File: src/rtl/exec_pkg.sv
// Package: opcodes, field positions, reset values and cycle counts of the execute core
`default_nettype none
package exec_pkg;
    // Instruction word layout (14 bits)
    localparam int          INSN_W        = 14;
    localparam int          DEST_BIT      = 7;
    localparam int          ADDR_W        = 7;
    localparam int          DATA_W        = 8;
    localparam int          GIE_BIT       = 7;
    localparam int          PC_W          = 13;
    // Byte-operation opcodes, bits 13..8
    localparam logic [5:0]  OP_INCREMENT_FILE_OP       = 6'h0A;
    localparam logic [5:0]  OP_IOR        = 6'h04;
    localparam logic [5:0]  OP_COPY_FILE_OP       = 6'h08;
    localparam logic [5:0]  OP_STORE_ACCUM_OP      = 6'h00;
    localparam logic [5:0]  OP_RL         = 6'h0D;
    localparam logic [5:0]  OP_RR         = 6'h0C;
    localparam logic [5:0]  OP_SUBF       = 6'h02;
    localparam logic [5:0]  OP_SWAP       = 6'h0E;
    localparam logic [5:0]  OP_XORF       = 6'h06;
    // Literal opcodes, bits 13..8 with don't-care bits masked
    localparam logic [5:0]  OP_MOVL       = 6'h30;
    localparam logic [5:0]  OP_MOVL_MASK  = 6'h3C;
    localparam logic [5:0]  OP_RETL       = 6'h34;
    localparam logic [5:0]  OP_SUBL       = 6'h3C;
    localparam logic [5:0]  OP_SUBL_MASK  = 6'h3E;
    localparam logic [5:0]  OP_XORL       = 6'h3A;
    // Full-word control opcodes
    localparam logic [13:0] OP_IRQ_RETURN_OP     = 14'h0009;
    localparam logic [13:0] OP_RETURN     = 14'h0008;
    localparam logic [13:0] OP_SLEEP      = 14'h0063;
    // Reset values
    localparam logic [7:0]  ACCUM_RESET   = 8'h00;
    localparam logic [7:0]  ZERO_BYTE     = 8'h00;
    // Cycles taken by an instruction that changes the program counter
    localparam int          BRANCH_CYCLES = 2;
    // Kind of operation decoded from the instruction word
    // Four-state base type, so the kind can travel on a net port
    typedef enum logic [4:0] {
        K_NONE, K_INC, K_IOR, K_COPY_FILE_OP, K_STORE_ACCUM_OP, K_RL, K_RR, K_SUBF, K_SWAP, K_XORF,
        K_MOVL, K_RETL, K_SUBL, K_XORL, K_IRQ_RETURN_OP, K_RETURN, K_SLEEP
    } op_kind_t;
endpackage
`default_nettype wire

File: src/rtl/exec_core.sv
// Execute core: decodes one instruction, updates accumulator, flags, file and stack
`default_nettype none
// How it works
// RQ1: 7-bit file address; destination bit selects target
// RQ2: Increment file, zero flag only
// RQ3: OR accumulator with file, zero flag only
// RQ4: Copy file to destination, updates zero
// RQ5: Store accumulator to file, flags unchanged
// RQ6: Load literal into accumulator, flags unchanged
// RQ7: Interrupt return pops stack, sets global enable
// RQ8: Return with literal, pops stack, two cycles
// RQ9: Subroutine return pops stack over two cycles
// RQ10: Rotate left through carry, carry only
// RQ11: Rotate right through carry, carry only
// RQ12: Sleep clears watchdog, sets time-out, clears power-down
// RQ13: Literal minus accumulator with carry, digit carry
// RQ14: File minus accumulator routed by destination
// RQ15: Nibble exchange, flags unchanged
// RQ16: XOR accumulator with file, zero flag only
// RQ17: XOR literal into accumulator, zero only
// RQ18: Sleep ends on reset, watchdog or interrupt
// RQ19: Program counter changes take two cycles
// RQ20: Zero flag set when result is zero
// RQ21: Rotate moves old carry into vacated bit
module exec_core
    import exec_pkg::*;
(
    // Clock and reset
    input  wire logic                clock,
    input  wire logic                reset,
    // Instruction issue
    input  wire logic [INSN_W-1:0]   insn,
    input  wire logic                insn_valid,
    // File register read port (same clock, combinational read)
    output logic      [ADDR_W-1:0]   file_addr,
    input  wire logic [DATA_W-1:0]   file_rdata,
    // File register write strobe
    output logic                     file_we,
    output logic      [ADDR_W-1:0]   file_waddr,
    output logic      [DATA_W-1:0]   file_wdata,
    // Return stack
    input  wire logic [PC_W-1:0]     stack_top,
    output logic                     stack_pop,
    output logic                     pc_load,
    output logic      [PC_W-1:0]     pc_value,
    // Sleep wake sources, from pins
    input  wire logic                wake_watchdog,
    input  wire logic                wake_irq,
    // Core state
    output logic      [DATA_W-1:0]   accum,
    output logic                     carry_flag,
    output logic                     digit_carry_flag,
    output logic                     zero_flag,
    output logic                     time_out_flag,
    output logic                     powerdown_flag,
    output logic                     global_irq_enable,
    output logic                     watchdog_clear,
    output logic                     osc_stopped,
    output logic                     busy
);
    import exec_pkg::*;

    // ==========================================================
    // Decode
    // ==========================================================
    wire logic [5:0]        opc      = insn[13:8];
    wire logic              dest     = insn[DEST_BIT];     // see RQ1
    wire logic [ADDR_W-1:0] faddr    = insn[ADDR_W-1:0];   // see RQ1
    wire logic [7:0]        literal  = insn[7:0];
    op_kind_t               kind;
    op_kind_t               alu_kind;

    // Byte ops match all six opcode bits; literal ops ignore don't-care bits
    always_comb begin
        kind = K_NONE;
        if (insn == OP_IRQ_RETURN_OP) begin
            kind = K_IRQ_RETURN_OP;
        end else if (insn == OP_RETURN) begin
            kind = K_RETURN;
        end else if (insn == OP_SLEEP) begin
            kind = K_SLEEP;
        end else if ((opc & OP_MOVL_MASK) == OP_MOVL) begin
            kind = K_MOVL;
        end else if ((opc & OP_MOVL_MASK) == OP_RETL) begin
            kind = K_RETL;
        end else if ((opc & OP_SUBL_MASK) == OP_SUBL) begin
            kind = K_SUBL;
        end else if (opc == OP_XORL) begin
            kind = K_XORL;
        end else if (opc == OP_INCREMENT_FILE_OP) begin
            kind = K_INC;
        end else if (opc == OP_IOR) begin
            kind = K_IOR;
        end else if (opc == OP_COPY_FILE_OP) begin
            kind = K_COPY_FILE_OP;
        end else if (opc == OP_STORE_ACCUM_OP && dest) begin
            kind = K_STORE_ACCUM_OP;
        end else if (opc == OP_RL) begin
            kind = K_RL;
        end else if (opc == OP_RR) begin
            kind = K_RR;
        end else if (opc == OP_SUBF) begin
            kind = K_SUBF;
        end else if (opc == OP_SWAP) begin
            kind = K_SWAP;
        end else if (opc == OP_XORF) begin
            kind = K_XORF;
        end
    end

    // ==========================================================
    // Sequencer: run, second no-op cycle of a return, and sleep
    // ==========================================================
    typedef enum { S_RUN, S_NOP, S_SLEEP } seq_t;
    seq_t seq;
    seq_t next_seq;

    // Wake inputs come from outside the clock domain
    logic [1:0] wdt_sync;
    logic [1:0] irq_sync;
    always_ff @(posedge clock or posedge reset) begin
        if (reset) begin
            wdt_sync <= 2'b00;
            irq_sync <= 2'b00;
        end else begin
            wdt_sync <= {wdt_sync[0], wake_watchdog};
            irq_sync <= {irq_sync[0], wake_irq};
        end
    end
    wire logic wake = wdt_sync[1] | irq_sync[1];  // see RQ18 (reset wakes via reset)

    // Instructions are only taken in the run state
    wire logic take      = insn_valid && (seq == S_RUN);
    wire logic is_return = (kind == K_IRQ_RETURN_OP) || (kind == K_RETURN) || (kind == K_RETL);

    always_comb begin
        next_seq = seq;
        case (seq)
            S_RUN: begin
                if (take && is_return) begin
                    next_seq = S_NOP;      // see RQ19
                end else if (take && kind == K_SLEEP) begin
                    next_seq = S_SLEEP;    // see RQ12
                end
            end
            S_NOP:   next_seq = S_RUN;     // see RQ7 see RQ8 see RQ9
            S_SLEEP: begin
                if (wake) begin
                    next_seq = S_RUN;      // see RQ18
                end
            end
            default: next_seq = S_RUN;
        endcase
    end

    // ==========================================================
    // Datapath
    // ==========================================================
    assign alu_kind = take ? kind : K_NONE;

    logic [7:0] result;
    logic       c_new;
    logic       dc_new;
    logic       z_upd;
    logic       c_upd;
    logic       dc_upd;

    exec_alu u_alu (
        .kind      (alu_kind),
        .accum     (accum),
        .file_val  (file_rdata),
        .literal   (literal),
        .carry_in  (carry_flag),
        .result    (result),
        .carry_out (c_new),
        .dc_out    (dc_new),
        .z_upd     (z_upd),
        .c_upd     (c_upd),
        .dc_upd    (dc_upd)
    );

    // Destination routing
    wire logic file_kind  = (kind == K_INC) || (kind == K_IOR) || (kind == K_COPY_FILE_OP) ||
                            (kind == K_RL) || (kind == K_RR) || (kind == K_SUBF) ||
                            (kind == K_SWAP) || (kind == K_XORF);
    wire logic lit_kind   = (kind == K_MOVL) || (kind == K_RETL) ||
                            (kind == K_SUBL) || (kind == K_XORL);
    wire logic to_file    = take && ((file_kind && dest) || kind == K_STORE_ACCUM_OP);  // see RQ1 RQ5
    wire logic to_accum   = take && ((file_kind && !dest) || lit_kind);        // see RQ1
    wire logic next_zero  = (result == ZERO_BYTE);                             // see RQ20

    // Read address is driven straight from the instruction
    assign file_addr = faddr;

    // Accumulator and arithmetic flags
    always_ff @(posedge clock or posedge reset) begin
        if (reset) begin
            accum            <= ACCUM_RESET;
            carry_flag       <= 1'b0;
            digit_carry_flag <= 1'b0;
            zero_flag        <= 1'b0;
        end else begin
            if (to_accum) begin
                accum <= result;
            end
            if (c_upd) begin
                carry_flag <= c_new;       // see RQ10 see RQ11 see RQ13 see RQ14
            end
            if (dc_upd) begin
                digit_carry_flag <= dc_new;
            end
            if (z_upd) begin
                zero_flag <= next_zero;    // see RQ20
            end
        end
    end

    // File write strobe, one cycle per store
    always_ff @(posedge clock or posedge reset) begin
        if (reset) begin
            file_we    <= 1'b0;
            file_waddr <= '0;
            file_wdata <= ZERO_BYTE;
        end else begin
            file_we    <= to_file;         // see RQ1
            file_waddr <= faddr;
            file_wdata <= result;
        end
    end

    // Stack pop and program counter load on the second cycle of a return
    always_ff @(posedge clock or posedge reset) begin
        if (reset) begin
            stack_pop <= 1'b0;
            pc_load   <= 1'b0;
            pc_value  <= '0;
        end else begin
            stack_pop <= take && is_return;  // see RQ7 see RQ8 see RQ9
            pc_load   <= take && is_return;
            pc_value  <= stack_top;
        end
    end

    // Power status, global enable, watchdog clear and oscillator stop
    // Time-out and power-down are active low status bits; reset leaves them set.
    always_ff @(posedge clock or posedge reset) begin
        if (reset) begin
            time_out_flag     <= 1'b1;
            powerdown_flag    <= 1'b1;
            global_irq_enable <= 1'b0;
            watchdog_clear    <= 1'b0;
            osc_stopped       <= 1'b0;
            busy              <= 1'b0;
            seq               <= S_RUN;
        end else begin
            seq            <= next_seq;
            busy           <= (next_seq != S_RUN);
            watchdog_clear <= take && kind == K_SLEEP;        // see RQ12
            osc_stopped    <= (next_seq == S_SLEEP);          // see RQ12
            if (take && kind == K_SLEEP) begin
                time_out_flag  <= 1'b1;                       // see RQ12
                powerdown_flag <= 1'b0;
            end
            if (take && kind == K_IRQ_RETURN_OP) begin
                global_irq_enable <= 1'b1;                    // see RQ7
            end
        end
    end
endmodule // exec_core
`default_nettype wire

File: src/rtl/exec_alu.sv
// Combinational ALU of the execute core: result and flag updates per operation
`default_nettype none
module exec_alu
    import exec_pkg::*;
(
    // Operation and operands
    input  wire op_kind_t     kind,
    input  wire logic [7:0]   accum,
    input  wire logic [7:0]   file_val,
    input  wire logic [7:0]   literal,
    input  wire logic         carry_in,
    // Result and flags
    output logic       [7:0]  result,
    output logic              carry_out,
    output logic              dc_out,
    output logic              z_upd,
    output logic              c_upd,
    output logic              dc_upd
);
    import exec_pkg::*;

    // Subtraction as a + ~w + 1, so carry means no borrow
    wire logic [8:0] sub_f   = {1'b0, file_val} + {1'b0, ~accum} + 9'h001;
    wire logic [8:0] sub_l   = {1'b0, literal} + {1'b0, ~accum} + 9'h001;
    wire logic [4:0] sub_f_n = {1'b0, file_val[3:0]} + {1'b0, ~accum[3:0]} + 5'h01;
    wire logic [4:0] sub_l_n = {1'b0, literal[3:0]} + {1'b0, ~accum[3:0]} + 5'h01;

    // Result and flag selection
    always_comb begin
        result    = file_val;
        carry_out = carry_in;
        dc_out    = 1'b0;
        z_upd     = 1'b0;
        c_upd     = 1'b0;
        dc_upd    = 1'b0;
        case (kind)
            K_INC: begin
                result = file_val + 8'h01;  // see RQ2
                z_upd  = 1'b1;
            end
            K_IOR: begin
                result = accum | file_val;  // see RQ3
                z_upd  = 1'b1;
            end
            K_COPY_FILE_OP: begin
                result = file_val;          // see RQ4
                z_upd  = 1'b1;
            end
            K_STORE_ACCUM_OP: result = accum;        // see RQ5
            K_RL: begin
                result    = {file_val[6:0], carry_in};  // see RQ10 see RQ21
                carry_out = file_val[7];
                c_upd     = 1'b1;
            end
            K_RR: begin
                result    = {carry_in, file_val[7:1]};  // see RQ11 see RQ21
                carry_out = file_val[0];
                c_upd     = 1'b1;
            end
            K_SUBF: begin
                result    = sub_f[7:0];     // see RQ14
                carry_out = sub_f[8];
                dc_out    = sub_f_n[4];
                z_upd     = 1'b1;
                c_upd     = 1'b1;
                dc_upd    = 1'b1;
            end
            K_SWAP:   result = {file_val[3:0], file_val[7:4]};  // see RQ15
            K_XORF: begin
                result = accum ^ file_val;  // see RQ16
                z_upd  = 1'b1;
            end
            K_MOVL, K_RETL: result = literal;  // see RQ6 see RQ8
            K_SUBL: begin
                result    = sub_l[7:0];     // see RQ13
                carry_out = sub_l[8];
                dc_out    = sub_l_n[4];
                z_upd     = 1'b1;
                c_upd     = 1'b1;
                dc_upd    = 1'b1;
            end
            K_XORL: begin
                result = accum ^ literal;   // see RQ17
                z_upd  = 1'b1;
            end
            default: result = file_val;
        endcase
    end
endmodule // exec_alu
`default_nettype wire

File: config.mk
export PLATFORM = sky130hd
export DESIGN_NAME = exec_core
export DESIGN_NICKNAME = d
export VERILOG_FILES = /design/src/rtl/exec_pkg.sv /design/src/rtl/exec_core.sv /design/src/rtl/exec_alu.sv
export SDC_FILE = /design/constraint.sdc
export NUM_CORES = 1
export LEC_CHECK = 0
export BUFFER_PORTS_ARGS = -buffer_cell sky130_fd_sc_hd__buf_2
export CORE_ASPECT_RATIO = 1.4
export CORE_MARGIN = 2
export CORE_UTILIZATION = 55
export CTS_CLUSTER_DIAMETER = 100
export DETAILED_ROUTE_END_ITERATION = 6
export HOLD_SLACK_MARGIN = 0.12
export PLACE_DENSITY = 0.79
export SLEW_MARGIN = 20
export SYNTH_ARGS = -nofsm -noshare
export SYNTH_HDL_FRONTEND = slang
export SYNTH_SLANG_ARGS = --single-unit
export TNS_END_PERCENT = 1
File: constraint.sdc
create_clock -name clock -period 3.8 [get_ports clock]
set_input_delay 0.38 -clock clock [delete_from_list [all_inputs] [get_ports clock]]
set_output_delay 0.38 -clock clock [all_outputs]
set_load 0.05 [all_outputs]
==> results by group <==
Timing
  • Fmax: 276 MHz
  • Worst-margin pin slew: 0.719 ns
  • RSZ-0062 raised after global routing: false
  • Setup TNS: 0 ns
  • Final period util: 95.5%
  • Minimum hold slack: 0.117 ns
  • Max-slew headroom: 51.3%
  • Final Critical Period: 3.63 ns
  • Final setup violation count: 0
  • Hold Vio Cnt, Final: 0
  • Final max-slew violation count: 0
  • Clock skew: 0.00599 ns

Detailed routing
  • DRC viols: 0
  • Final wirelength: 15900 microns
  • Initial DRC Count: 380
  • DRT Pass-1 Iters: 6
  • Wire per inst: 21.2 microns
  • Routed Antenna Nets: 0
  • Vias per cell: 6.09
  • Vias: 4582

Die
  • Core area: 8930 sq um
  • DIE HEIGHT: 117 microns
  • Die X: 84.4 microns
  • Initial cell density of the core: 55.8%
  • Die area: 9840 sq um
  • FP Rows: 41
  • IO Pins: 95

Place
  • DP HPWL: 12500 microns
  • Port Buffers: 93
  • RePlAce Congestion: 1.01
  • DP Area: 5890 sq um
  • Placed insts: 736

Synthesis
  • Post-synthesis mux area share: 1.91%
  • Yosys warns: 0
  • Synth Area in Compound Gates: 19.5%
  • Xor and xnor area share after synthesis: 3.69%
  • Post-synthesis sequential area ratio: 41.2%
  • Post-synth EDFFs: 0
  • Synthesized area: 4980 sq um
  • Post-Syn Area per Cell: 10.2 sq um
  • Post-synth ARST share: 100%
  • Synth cell types: 90
  • Simple-Gate Fraction of Synth Area: 21.0%
  • Post-Synth Adder-Cell Area: 7.08%
  • Main combinational cell family by area after synthesis: simple AND/OR/NAND/NOR gates
  • Yosys reg bits: 82
  • Top_reg_cell synth: dfrtp_1
  • Post-Synthesis Cells: 488

Layout
  • Syn-to-layout area delta: 24.4%
  • Layout cell share with drive strength beyond 1: 30.5%
  • Post-route insts no fill: 752
  • Nets: 707
  • Design area: 6200 sq um
  • Most common cell after layout, fill and taps aside: buf_2
  • Ant diodes: 0
  • Commonest cells after routing, fill and taps aside: buf_2, dfrtp_1, buf_4

Clock network
  • CTS Hold Bufs: 0
  • H-tree Lvls: 3
  • Clk root buf: clkbuf_16
  • Clock slew at reported path FFs: 0.06 ns
  • Clk_lat worst skew: 0.34 ns
  • CTS tree: built
  • # clock sinks: 82
  • CTS Buffer Depth: 2
  • CTS buffer count: 9

Global routing
  • Total grt overflow: 0
  • M1 GR Usage: 37.9%
  • All-Layer GR Usage: 33.3%
  • Vias in the first global route: 4631
  • GR Util met2: 58.8%
  • M3 GR Usage: 5.80%
  • Most Used Layer, Global Route: met2
  • Initial antenna violation count: 0
  • First-pass GRT wire length: 24500 microns
  • Largest net degree at the start of global routing: 44

Worst setup path
  • Reg2reg end: zero_flag
  • Critical Path AT: 3.88 ns
  • Worst-path fanout max: 6
  • Launch point of the worst reg-to-reg path: accum[1]
  • Slack of the worst reg-to-reg path: 0.17 ns
  • Setup crit end kind: register
  • R2R depth: 14
  • Setup Crit Path Kind: reg -> reg
  • Startpoint types: register
  • CP required: 4.05 ns

Power
  • Sw Ratio: 30.2%
  • Clock network power share: 39.1%
  • Part of the power in registers: 41.5%
  • Pwr dens: 362 nW/um^2
  • Combinational Power Share: 19.4%
  • Max VDD drop: 402 uV
  • P_int: 1.57 mW
  • Cell leakage power: 2.90 nW
  • Psw: 0.677 mW

Hold path
  • Hold Path Class: in -> async

Outcome
  • Outcome: finished, final reports clean

Flow run
  • Max Cap Viol: 0
==> sequential cells by signal, indices dropped and copies added (netlist names) <==
| name | count |
|---|---|
| file_waddr | 7 |
| carry_flag | 1 |
| powerdown_flag | 1 |
| osc_stopped | 1 |
| irq_sync | 2 |
| file_wdata | 8 |
| digit_carry_flag | 1 |
| busy | 1 |
| pc_load | 1 |
| seq | 32 |
| accum | 8 |
| wdt_sync | 2 |
| file_we | 1 |
| pc_value | 13 |
| watchdog_clear | 1 |
| global_irq_enable | 1 |
| zero_flag | 1 |
==> worst max-delay path: stages (launching register included) <==
cell	delay, ns
dfrtp_1	0.42
inv_1	0.22
ha_1	0.29
o21bai_1	0.22
a21oi_1	0.13
xor2_1	0.19
o21ai_0	0.13
buf_4	0.14
o21ai_0	0.09
a211oi_1	0.25
buf_4	0.15
nand3_1	0.10
or4_1	0.57
or4_1	0.44
o31ai_2	0.19
==> stage by stage <==
step	setup WS (ns)	power, mW	utilization, %
detailed placement	-0.0874	1.37	66.0
CTS	0.0687	2.26	69.3
finish	0.171	2.24	69.4
global route	0.0462	2.32	69.4
global placement	-0.0519	1.36	66.0
floorplan	0.270	1.23	-
==> worst max path at each step <==
stage                   from         to  slack [ns]  cells past startpoint
finish              accum[1]  zero_flag        0.17                     14
global route        accum[1]  zero_flag        0.05                     14
CTS                 accum[1]  zero_flag        0.07                     12
detailed placement   insn[2]  zero_flag       -0.09                     11
global placement    insn[10]  zero_flag       -0.05                     12
floorplan           accum[0]  zero_flag        0.27                     13
==> Yosys cell counts (all sizes together) (4+ instances only) <==
master / instances / share of area, %
a21oi: 25 / 2.6
xnor2: 17 / 3.0
o32ai: 4 / 0.70
nand2: 28 / 2.1
clkbuf: 9 / 0.68
and3: 6 / 0.75
inv: 25 / 1.9
o211ai: 4 / 0.60
a2111oi: 7 / 1.2
nor2: 29 / 2.2
a22o: 5 / 1.1
or3: 4 / 0.50
and4: 4 / 0.73
nand2b: 5 / 0.63
dfrtp: 81 / 41
nor4: 12 / 3.2
nor2b: 6 / 0.75
o21ai: 21 / 2.3
nand3: 22 / 2.4
a211oi: 8 / 1.3
or4: 4 / 0.68
o22ai: 8 / 1.0
nor3: 19 / 2.4
a22oi: 9 / 1.6
xor2: 4 / 0.70
nand4: 4 / 1.1
mux2i: 6 / 1.5
ha: 25 / 6.3
buf: 20 / 2.9
==> power groups by stage <==
stage	Clock (mW)	Combinational [mW]	Sequential, mW
after floorplan	0	0.214	1.02
final	0.878	0.435	0.931
after detailed placement	0	0.428	0.947
after global routing	0.922	0.466	0.934
after CTS	0.896	0.430	0.931
after global placement	0	0.420	0.945
==> repair_timing <==
action,in CTS,in global routing
setup buffers,0,0
resized for setup,0,3
endpoints found under the setup margin,0,1
==> area by class of cell <==
cell class                      instances  area (sq um)
Multi-Input combinational cell        381          2770
Inverter                               25          95.1
Tap cell                              107           134
Timing Repair Buffer                  141           838
Clock buffer                           10           229
Fill cell                             696          2730
Sequential cell                        82          2050
Clock inverter                          6          73.8
==> per-layer routing <==
| layer | share of wire, % | vias to the layer above |
|---|---|---|
| met2 | 51 | 220 |
| met5 | 0 | - |
| li1 | - | 2085 |
| met1 | 37 | 2228 |
| met4 | 5.8 | 0 |
| met3 | 5.7 | 49 |
==> kinds of logic (layout without fill, tap and decap cells) <==
group | Yosys count | count (layout)
other | 2 | 31
AOI/OAI and AO/OA | 131 | 131
xor gates and xnor gates | 21 | 21
buffers and inverters | 54 | 182
adders and majority gates | 27 | 27
DFF | 82 | 82
muxes | 8 | 8
and+or+nand+nor | 163 | 163
No activity file was read; power rests on OpenSTA's default activity.
